### src/include/psr_pkg.sv
package psr_pkg;

  // ----------------------------------------
  // register map
  // ----------------------------------------
  localparam int ADDR_W = 10;
  localparam int DATA_W = 8;
  localparam logic [ADDR_W-1:0] ZERO_DELAY_CONTROL_ADDR = 10'h01E;
  localparam logic [ADDR_W-1:0] PLL_STATUS_READBACK_ADDR = 10'h01F;
  localparam logic [DATA_W-1:0] ZERO_DELAY_CONTROL_RESET = 8'h00;
  localparam logic [DATA_W-1:0] UNMAPPED_READ_VALUE = 8'h00;

  // ----------------------------------------
  // field positions
  // ----------------------------------------
  localparam int ZD_ENABLE_BIT = 1;
  localparam int ZD_EXTERNAL_BIT = 2;
  localparam int ST_LOCK_BIT = 0;
  localparam int ST_FIRST_REF_ABOVE_BIT = 1;
  localparam int ST_SECOND_REF_ABOVE_BIT = 2;
  localparam int ST_OSC_ABOVE_BIT = 3;
  localparam int ST_SECOND_REF_SEL_BIT = 4;
  localparam int ST_HOLDOVER_BIT = 5;

  // ----------------------------------------
  // carriers
  // ----------------------------------------
  typedef struct packed {
    logic valid;
    logic write;
    logic [ADDR_W-1:0] addr;
    logic [DATA_W-1:0] wdata;
  } psr_req_t;

  typedef struct packed {
    logic holdover_active;
    logic second_reference_input_selected;
    logic tuned_oscillator_above;
    logic second_reference_input_above;
    logic first_reference_input_above;
    logic digital_lock;
  } psr_status_t;

endpackage : psr_pkg

### src/verilog/psr_status_sampler.sv
`timescale 1ns/1ns
module psr_status_sampler (
  input wire logic sys_clk,
  input wire logic rst,
  input wire psr_pkg::psr_status_t status_in,
  output psr_pkg::psr_status_t status_q
);

  typedef struct packed {
    psr_pkg::psr_status_t snap;
  } psr_sampler_state_t;

  psr_sampler_state_t state;
  psr_sampler_state_t next_state;

  // ----------------------------------------
  // live snapshot, one register stage
  // ----------------------------------------
  always_comb begin
    next_state = state;
    next_state.snap = status_in;
  end

  always_ff @(posedge sys_clk) begin
    if (rst) begin
      state <= '0;
    end else begin
      state <= next_state;
    end
  end

  assign status_q = state.snap;

endmodule : psr_status_sampler

### src/verilog/psr_pll_status_readback.sv
`timescale 1ns/1ns
module psr_pll_status_readback (
  input wire logic sys_clk,
  input wire logic rst,
  input wire psr_pkg::psr_req_t req,
  output logic [psr_pkg::DATA_W-1:0] rd_data,
  output logic rd_valid,
  input wire psr_pkg::psr_status_t status_in,
  output logic zero_delay_enable,
  output logic zero_delay_internal,
  output logic zero_delay_external
);

  typedef struct packed {
    logic [psr_pkg::DATA_W-1:0] zd_ctrl;
    logic [psr_pkg::DATA_W-1:0] rd_data;
    logic rd_valid;
  } psr_state_t;

  psr_state_t state;
  psr_state_t next_state;
  psr_pkg::psr_status_t status_q;

  // ----------------------------------------
  // helpers
  // ----------------------------------------
  function automatic logic [psr_pkg::DATA_W-1:0] psr_pack_status(
    input psr_pkg::psr_status_t s
  );
    logic [psr_pkg::DATA_W-1:0] w;
    w = '0;
    w[psr_pkg::ST_HOLDOVER_BIT] = s.holdover_active;
    w[psr_pkg::ST_SECOND_REF_SEL_BIT] = s.second_reference_input_selected;
    w[psr_pkg::ST_OSC_ABOVE_BIT] = s.tuned_oscillator_above;
    w[psr_pkg::ST_SECOND_REF_ABOVE_BIT] = s.second_reference_input_above;
    w[psr_pkg::ST_FIRST_REF_ABOVE_BIT] = s.first_reference_input_above;
    w[psr_pkg::ST_LOCK_BIT] = s.digital_lock;
    return w;
  endfunction : psr_pack_status

  function automatic logic psr_hit(
    input psr_pkg::psr_req_t r,
    input logic [psr_pkg::ADDR_W-1:0] a
  );
    return r.valid && (r.addr == a);
  endfunction : psr_hit

  // ----------------------------------------
  // status snapshot
  // ----------------------------------------
  // registered so a read never sees a mid-cycle change of the monitors
  psr_status_sampler psr_status_sampler_i (
    .sys_clk(sys_clk),
    .rst(rst),
    .status_in(status_in),
    .status_q(status_q)
  );

  // ----------------------------------------
  // register access
  // ----------------------------------------
  always_comb begin
    next_state = state;
    next_state.rd_valid = 1'b0;
    if (psr_hit(req, psr_pkg::ZERO_DELAY_CONTROL_ADDR) && req.write) begin
      next_state.zd_ctrl = req.wdata;
    end
    // status writes fall through: no storage behind that address
    if (req.valid && !req.write) begin
      next_state.rd_valid = 1'b1;
      if (psr_hit(req, psr_pkg::ZERO_DELAY_CONTROL_ADDR)) begin
        next_state.rd_data = state.zd_ctrl;
      end else if (psr_hit(req, psr_pkg::PLL_STATUS_READBACK_ADDR)) begin
        next_state.rd_data = psr_pack_status(status_q);
      end else begin
        next_state.rd_data = psr_pkg::UNMAPPED_READ_VALUE;
      end
    end
  end

  always_ff @(posedge sys_clk) begin
    if (rst) begin
      state.zd_ctrl <= psr_pkg::ZERO_DELAY_CONTROL_RESET;
      state.rd_data <= '0;
      state.rd_valid <= 1'b0;
    end else begin
      state <= next_state;
    end
  end

  // ----------------------------------------
  // outputs
  // ----------------------------------------
  assign rd_data = state.rd_data;
  assign rd_valid = state.rd_valid;
  assign zero_delay_enable = state.zd_ctrl[psr_pkg::ZD_ENABLE_BIT];
  // mode bit only matters while the function is on
  assign zero_delay_internal = state.zd_ctrl[psr_pkg::ZD_ENABLE_BIT] &&
                               !state.zd_ctrl[psr_pkg::ZD_EXTERNAL_BIT];
  assign zero_delay_external = state.zd_ctrl[psr_pkg::ZD_ENABLE_BIT] &&
                               state.zd_ctrl[psr_pkg::ZD_EXTERNAL_BIT];
endmodule : psr_pll_status_readback

### config.mk
export PLATFORM = sky130hd
export DESIGN_NAME = psr_pll_status_readback
export DESIGN_NICKNAME = d
export VERILOG_FILES = /design/src/include/psr_pkg.sv /design/src/verilog/psr_status_sampler.sv /design/src/verilog/psr_pll_status_readback.sv
export SDC_FILE = /design/constraint.sdc
export NUM_CORES = 1
export LEC_CHECK = 0
export BUFFER_PORTS_ARGS = -buffer_cell sky130_fd_sc_hd__buf_2
export CORE_MARGIN = 3
export CORE_UTILIZATION = 53
export CTS_BUF_LIST = sky130_fd_sc_hd__clkbuf_4 sky130_fd_sc_hd__clkbuf_8
export CTS_CLUSTER_DIAMETER = 200
export DETAILED_ROUTE_END_ITERATION = 16
export PLACE_DENSITY = 0.82
export SYNTH_ARGS = -nofsm -noshare
export SYNTH_HDL_FRONTEND = slang
export SYNTH_HIERARCHICAL = 1
export SYNTH_SLANG_ARGS = --single-unit
### constraint.sdc
create_clock -name sys_clk -period 4.8 [get_ports sys_clk]
set_input_delay 0.48 -clock sys_clk [delete_from_list [all_inputs] [get_ports sys_clk]]
set_output_delay 0.48 -clock sys_clk [all_outputs]
set_load 0.02 [all_outputs]
==> results of run 1 <==
-- routing by layer --
| layer | part of all wire, % | GRT usage, % |
|---|---|---|
| met1 | 42 | 17.6 |
| met2 | 53 | 31.3 |
| met3 | 4.0 | 2.97 |
| met4 | 1.2 | 5.99 |
| met5 | 0 | 0 |
-- cell usage in the layout (no fill, tap or decap) --
cell	instances
a21oi_1	1
a32o_1	2
and2_1	1
buf_2	39
clkbuf_4	4
dfxtp_1	23
inv_1	2
mux2i_1	14
nand2_1	1
nand2b_1	5
nand3b_1	1
nor2b_1	7
nor3b_1	1
nor4_4	1
nor4b_1	1
o2bb2ai_1	6
or2b_2	11
or4b_1	1
or4b_4	1
or4bb_1	1
-- worst reg2reg max path, stage by stage, from the launching register on --
cell and delay (ns):
dfxtp_1 0.39, or2b_2 0.30, mux2i_1 0.13
-- per-stage QoR --
stage / setup slack (ns) / std cells
6_report: 2.97 / 148
5_1_grt: 2.89 / 148
4_1_cts: 2.96 / 148
3_5_place_dp: 2.64 / 144
3_3_place_gp: 2.72 / 144
2_1_floorplan: 2.91 / 92
-- sequential cells by signal, summed over array words and instances, names as in the netlist --
| name | flops |
|---|---|
| rd_data | 8 |
| state | 7 |
| psr_status_sampler_i/status_q | 6 |
| rd_valid | 1 |
| zero_delay_enable | 1 |
-- final timing paths --
kind	from	to	slack [ns]
setup / recovery	req[14]	state[12]	2.97
hold / removal	req[18]	rd_valid	0.38
setup reg to reg	state[11]	state[11]	3.92
hold reg to reg	rd_data[0]	rd_data[0]	0.47
-- kinds of logic (layout without fill, tap and decap cells) --
group           count (synthesis)  in the layout  synth area share, %
flops                          23             23                 44.5
buf+inv                        14             45                 9.19
compound gates                  9              9                 7.50
simple gates                   32             32                 25.3
mux                            14             14                 13.5
-- power breakdown --
| part | switching (uW) | total, uW | internal, uW |
|---|---|---|---|
| sequential | 0.808 | 195 | 194 |
| combinational | 12.6 | 27.8 | 15.3 |
| clock | 53.4 | 91.3 | 37.9 |
| total | 66.7 | 314 | 247 |
-- cell type report --
cell class	instances	area (um^2)	area share, %
clock buffer	4	30.0	2.49
inverter	2	7.51	0.624
multi-input combinational	55	479	39.8
sequential	23	460	38.3
tap	25	31.3	2.60
timing repair buffer	39	195	16.2
==> flow_metrics.env, run 1 <==
export IMPL_setup_violations_final=0
export IMPL_detail_route_antenna_nets=0
export IMPL_synth_edff_count=0
export IMPL_slowest_delay_ns=0.65
export IMPL_hp_class="in2reg"
export IMPL_cp_depth=4
export IMPL_wl_per_cell_um=13.0
export IMPL_hold_ws_ns=0.375
export IMPL_cts_buffer_depth=2
export IMPL_total_power_uw=314
export IMPL_die_w_um=50.2
export IMPL_critical_path_slowest_cell="nor4_4"
export IMPL_ios=40
export IMPL_synth_area_leader_cell="dfxtp_1"
export IMPL_row_count=15
export IMPL_postSynthAreaPerCell_um2=11.2
export IMPL_synth_nets=120
export IMPL_clk_pin_slew_ns=0.12
export IMPL_io_buffer_count=39
export IMPL_crit_fanout=8
export IMPL_crit_type="in2reg"
export IMPL_die_h_um=50.2
export IMPL_fin_area_um2=1200
export IMPL_antenna_found_initial=0
export IMPL_coreArea_um2=1780
export IMPL_cts_resized=0
export IMPL_fmax_mhz=547
export IMPL_grt_pass1_wl_um=3170
export IMPL_grt_start_max_net_pins=25
export IMPL_cpLargestDelayFamily="simple AND/OR/NAND/NOR gates"
export IMPL_ys_flop_type="dfxtp_1"
export IMPL_wl_um=1930
export IMPL_required_ns=5.03
export IMPL_hold_violations=0
export IMPL_place_area_um2=1170
export IMPL_path_cells="buf_2 -> or4b_4 -> nor4_4 -> mux2i_1"
export IMPL_grt_pass1_vias=761
export IMPL_n_antenna_cell=0
export IMPL_vias=730
export IMPL_synth_cell_types=22
export IMPL_first_pass_iters=4
export IMPL_syn_inst=92
export IMPL_end_kind="flip-flop"
export IMPL_track_usage_pct=16.4
export IMPL_grt_setup_unrepaired="no"
export IMPL_crit_buf_inv=1
export IMPL_ff2ff_path_depth=2
export IMPL_initial_core_util_pct=58.0
export IMPL_ys_seq_area_share_pct=44.5
export IMPL_dieArea_um2=2520
export IMPL_post_route_period_util_pct=38.1
export IMPL_power_density_nw_per_um2=261
export IMPL_cts_max_level=1
export IMPL_period_needed_ns=1.83
export IMPL_vias_per_cell=4.93
export IMPL_cts_root_buf="clkbuf_4"
export IMPL_synth_most_common_cell="dfxtp_1"
export IMPL_area_growth_pct=16.3
export IMPL_cp_start_kind="primary input"
export IMPL_overflow=0
export IMPL_yosys_top_cells_area="dfxtp_1, mux2i_1, or2b_2"
export IMPL_cts_setup_buffers=0
export IMPL_timing_slew_headroom_pct=53.6
export IMPL_cap_violations=0
export IMPL_status="complete, no violations"
export IMPL_cts_sinks=23
export IMPL_slew_violations=0
export IMPL_drc=0
export IMPL_tritoncts="yes"
export IMPL_cp_arrival_ns=2.06
export IMPL_synth_warnings=6
export IMPL_ir_drop_uv=112
export IMPL_synth_cell_area_um2=1030
export IMPL_power_leakage_uw=0.000529
export IMPL_drtIter0Drc=1
export IMPL_worstHoldPathCells=2
export IMPL_fin_skew_ns=0.00115
export IMPL_synth_top_cell_area_share_pct=44.5
export IMPL_worst_pin_slew_ns=0.696
export IMPL_gp_congestion=0.718
export IMPL_nNetsFinal=152
export IMPL_insertion_delay_ns=0.29
export IMPL_hpwlAfterDp_um=1520
export IMPL_cts_buffers=3
export IMPL_ys_top_cells_by_count="dfxtp_1, mux2i_1, or2b_2, buf_4, nor2b_1"
export IMPL_hold_buffers=0
export IMPL_ys_ff_latch=23
export IMPL_fin_setup_tns_ns=0
export IMPL_nFillCells=153
export IMPL_drive_gt1_share_pct=45.5
export IMPL_fin_util_pct=67.5
export IMPL_async_reset_ff_share_pct=0
Power figures use the tool's default switching activity.
==> inputs of run 2 (changes only) <==
- CORE_UTILIZATION: 53 -> 45
- PLACE_DENSITY: 0.82 -> 0.73
- clock period: 4.8 -> 1.6 ns (I/O delays scaled with it)
==> run 2 against run 1 <==
Critical path depth grew 1; worst hold slack lost 0.33 ns; final cell count grew 5.4%.
==> flow_metrics.env, run 2 (synthesis results as in run 1) <==
export IMPL_status="complete, no violations"
export IMPL_row_count=16
export IMPL_final_common_cell="buf_2"
export IMPL_fin_skew_ns=0.0189
export IMPL_io_buffer_count=39
export IMPL_slew_violations=0
export IMPL_antenna_found_initial=0
export IMPL_drc=0
export IMPL_hpwlAfterDp_um=1620
export IMPL_largest_reg_flops=8
export IMPL_wl_per_cell_um=12.9
export IMPL_crit_buf_inv=2
export IMPL_cts_buffers=3
export IMPL_cts_sinks=23
export IMPL_comb_power_share_pct=9.6
export IMPL_ios=40
export IMPL_coreArea_um2=2060
export IMPL_setup_violations_final=0
export IMPL_period_needed_ns=1.41
export IMPL_clock_power_share_pct=28.5
export IMPL_slowest_delay_ns=0.53
export IMPL_end_kind="flip-flop"
export IMPL_cpLargestDelayFamily="simple AND/OR/NAND/NOR gates"
export IMPL_vias=757
export IMPL_nNetsFinal=158
export IMPL_hold_violations=0
export IMPL_power_leakage_uw=0.000557
export IMPL_detail_route_antenna_nets=0
export IMPL_track_usage_pct=15.7
export IMPL_hp_class="in2reg"
export IMPL_dpl_worst_slack_ns=-0.124
export IMPL_grt_pass1_vias=752
export IMPL_dieArea_um2=2910
export IMPL_cp_start_kind="primary input"
export IMPL_p_int_uw=726
export IMPL_insertion_delay_ns=0.31
export IMPL_tritoncts="yes"
export IMPL_cts_resized=0
export IMPL_die_h_um=54.0
export IMPL_gp_congestion=0.711
export IMPL_initial_core_util_pct=50.2
export IMPL_cp_arrival_ns=1.65
export IMPL_ir_drop_uv=502
export IMPL_fmax_mhz=711
export IMPL_grt_setup_unrepaired="no"
export IMPL_first_pass_iters=4
export IMPL_seq_power_share_pct=62.0
export IMPL_cts_root_buf="clkbuf_4"
export IMPL_drtIter0Drc=4
export IMPL_overflow=0
export IMPL_cts_buffer_depth=2
export IMPL_required_ns=1.84
export IMPL_switchingPower_uw=217
export IMPL_cts_max_level=1
export IMPL_cap_violations=0
export IMPL_cts_setup_buffers=0
export IMPL_fin_ws_ns=0.193
export IMPL_grt_start_max_net_pins=24
export IMPL_die_w_um=54.0
export IMPL_fin_util_pct=60.6
export IMPL_path_cells="buf_2 -> or4b_4 -> buf_4 -> nor4b_1 -> a32o_1"
export IMPL_crit_type="in2reg"
export IMPL_switching_share_pct=23.0
export IMPL_max_flop_register="rd_data"
export IMPL_drive_gt1_share_pct=48.1
export IMPL_clk_pin_slew_ns=0.14
export IMPL_vias_per_cell=4.85
export IMPL_wl_um=2010
export IMPL_post_route_period_util_pct=87.9
export IMPL_critical_path_slowest_cell="or4b_4"
export IMPL_final_cell_mix="buf_2, dfxtp_1, mux2i_1"
export IMPL_fin_setup_tns_ns=0
export IMPL_crit_fanout=2
export IMPL_n_antenna_cell=0
export IMPL_timing_slew_headroom_pct=67.6
export IMPL_power_density_nw_per_um2=755
export IMPL_worst_pin_slew_ns=0.479
export IMPL_grt_pass1_wl_um=3210
export IMPL_area_growth_pct=20.7
export IMPL_hold_buffers=0
## run 2: changes by cell type in the layout (fill, tap and decap cells not counted), sizes merged
cell	before	now
buf	39	45
clkbuf	4	3
clkinv	0	1
## run 2: metrics by stage
| stage | hold WS [ns] | cells | instance area (um^2) | power (uW) |
|---|---|---|---|---|
| global route | 0.0436 | 156 | 1250 | 981 |
| finish | 0.0405 | 156 | 1250 | 942 |
| CTS | 0.0443 | 156 | 1250 | 946 |
| floorplan | 0.232 | 92 | 1030 | 643 |
| detailed placement | 0.374 | 152 | 1220 | 687 |
| global placement | 0.369 | 152 | 1220 | 684 |
## run 2: area by class of cell
class / count / area (um^2)
fillers: 187 / 813
multi-input cells: 55 / 479
flip-flops and latches: 23 / 460
repair buffers: 45 / 240
well taps: 27 / 33.8
clock buffers: 3 / 22.5
inverters: 2 / 7.51
clock inverters: 1 / 5.00
## run 2: power by group through the flow
stage	clock network [uW]	registers (uW)	logic (uW)
6_report	268	584	90.1
2_1_floorplan	0	597	45.4
4_1_cts	271	584	90.7
3_3_place_gp	0	596	87.5
3_5_place_dp	0	597	90.3
5_1_grt	296	585	99.7
## run 2: layer usage
| metal | GRT usage, % | part of all wire (%) | vias up |
|---|---|---|---|
| met5 | 0 | 0 | - |
| met4 | 7.66 | 0.60 | 0 |
| met3 | 2.49 | 6.9 | 2 |
| met2 | 28.2 | 52 | 24 |
| met1 | 17.7 | 41 | 349 |
| li1 | - | - | 382 |
## run 2: worst reg2reg max path, cell delays in order, from the launching register on
cell and delay [ns]:
dfxtp_1 0.40, or2b_2 0.30, mux2i_1 0.12
## run 2: path summary, 6_finish.rpt
kind | to | slack (ns) | from | cells after the start
worst max-delay path | rd_data[7] | 0.19 | req[14] | 5
worst min-delay path | psr_status_sampler_i/status_q[0] | 0.04 | status_in[0] | 2
worst max register to register | state[11] | 0.72 | state[11] | 2
worst min register to register | rd_data[3] | 0.47 | rd_data[3] | 1
==> inputs of run 3 (changes only) <==
==> constraint.sdc (replaced) <==
create_clock -name sys_clk -period 1.6 [get_ports sys_clk]
set_input_delay 0.16 -clock sys_clk [delete_from_list [all_inputs] [get_ports sys_clk]]
set_output_delay 0.16 -clock sys_clk [all_outputs]
set_load 0.1 [all_outputs]
==> run 3 against run 2 <==
Cell area increased by 1.2%; non-clock buffer count decreased by 1; utilization increased by 0.73 points; final cell count decreased by 0.64%; clock skew decreased by 0.012 ns; clock power decreased by 3%; sequential share of layout area decreased by 0.34 points; highest routed layer unchanged.
==> flow_metrics.env, run 3 (synthesis results as in run 1) <==
export IMPL_grt_start_max_net_pins=24
export IMPL_track_usage_pct=14.7
export IMPL_drc=0
export IMPL_vias=764
export IMPL_nNetsFinal=157
export IMPL_fmax_mhz=681
export IMPL_grt_pass1_vias=739
export IMPL_io_buffer_count=39
export IMPL_fin_ws_ns=0.131
export IMPL_drtIter0Drc=4
export IMPL_cp_arrival_ns=1.31
export IMPL_total_power_uw=938
export IMPL_dpl_worst_slack_ns=-0.0957
export IMPL_place_area_um2=1240
export IMPL_hp_class="in2reg"
export IMPL_grt_busiest_layer="met2"
export IMPL_hpwlAfterDp_um=1490
export IMPL_ir_drop_uv=447
export IMPL_hold_violations=0
export IMPL_cpLargestDelayFamily="flip-flops"
export IMPL_grt_setup_unrepaired="no"
export IMPL_power_density_nw_per_um2=742
export IMPL_cts_setup_buffers=0
export IMPL_use_met1_pct=15.1
export IMPL_slowest_delay_ns=0.43
export IMPL_fin_skew_ns=0.00664
export IMPL_hold_ws_ns=0.0423
export IMPL_grt_use_met3_pct=3.60
export IMPL_cts_max_level=1
export IMPL_cts_buffers=3
export IMPL_vias_per_cell=4.93
export IMPL_multi_input_area_um2=488
export IMPL_required_ns=1.44
export IMPL_cts_sinks=23
export IMPL_post_place_cells=151
export IMPL_fin_area_um2=1260
export IMPL_insertion_delay_ns=0.30
export IMPL_largest_reg_flops=8
export IMPL_area_growth_pct=22.1
export IMPL_grt_use_met2_pct=27.8
export IMPL_grt_pass1_wl_um=3100
export IMPL_row_count=16
export IMPL_final_common_cell="buf_2"
export IMPL_post_route_period_util_pct=91.8
export IMPL_wl_um=1920
export IMPL_critical_path_slowest_cell="dfxtp_1"
export IMPL_power_leakage_uw=0.000556
export IMPL_crit_buf_inv=1
export IMPL_status="complete, no violations"
export IMPL_gp_congestion=0.731
export IMPL_overflow=0
export IMPL_max_flop_register="rd_data"
export IMPL_initial_core_util_pct=50.2
export IMPL_timing_slew_headroom_pct=57.7
export IMPL_crit_fanout=4
export IMPL_period_needed_ns=1.47
export IMPL_cts_resized=0
export IMPL_cp_start_kind="flip-flop"
export IMPL_wl_per_cell_um=12.4
export IMPL_cap_violations=0
export IMPL_ios=40
export IMPL_crit_type="reg2out"
export IMPL_ff_latch_area_um2=462
export IMPL_antenna_found_initial=0
export IMPL_worst_pin_slew_ns=0.635
export IMPL_cts_buffer_depth=2
export IMPL_hold_buffers=0
export IMPL_coreArea_um2=2060
export IMPL_tritoncts="yes"
export IMPL_dieArea_um2=2910
export IMPL_drive_gt1_share_pct=50.0
export IMPL_final_cell_mix="buf_2, dfxtp_1, mux2i_1"
export IMPL_nFillCells=175
export IMPL_cts_root_buf="clkbuf_4"
export IMPL_fin_cells=155
export IMPL_setup_violations_final=0
export IMPL_die_h_um=54.0
export IMPL_end_kind="output pin"
export IMPL_first_pass_iters=2
export IMPL_die_w_um=54.0
export IMPL_slew_violations=0
export IMPL_detail_route_antenna_nets=0
export IMPL_n_antenna_cell=0
export IMPL_clk_pin_slew_ns=0.12
export IMPL_path_cells="and2_2 -> buf_2"
## run 3: per-stage QoR
stage                     TNS (ns)  util [%]
after global routing             0      61.3
after floorplan                  0         -
after CTS                        0      61.3
final                            0      61.3
after global placement      -0.708      60.0
after detailed placement     -1.10      60.0
## run 3: layout make-up
| cell class | instances | share of cell area (%) |
|---|---|---|
| tap | 27 | 2.67 |
| inverter | 2 | 0.594 |
| clock buffer | 3 | 1.78 |
| multi-input combinational | 55 | 38.6 |
| timing repair buffer | 44 | 19.4 |
| clock inverter | 1 | 0.396 |
| sequential | 23 | 36.5 |
## run 3: where the power goes
| group | total, uW | switching (uW) | internal (uW) |
|---|---|---|---|
| logic | 94.2 | 43.8 | 50.4 |
| clock network | 260 | 167 | 93.2 |
| registers | 584 | 2.22 | 582 |
| total | 938 | 213 | 725 |
## run 3: final timing paths
path              depth (start not counted)             endpoint       start  slack, ns
setup / recovery                          2  zero_delay_external   state[11]       0.13
hold / removal                            2             rd_valid     req[18]       0.04
setup reg to reg                          2            state[11]   state[11]       0.68
hold reg to reg                           1           rd_data[7]  rd_data[7]       0.48
## run 3: routing by layer
layer  routed length [um]  vias to the layer above
met4                   19                        0
met1                  790                      355
met3                  149                        2
li1                     -                      381
met5                    0                        -
met2                  960                       26
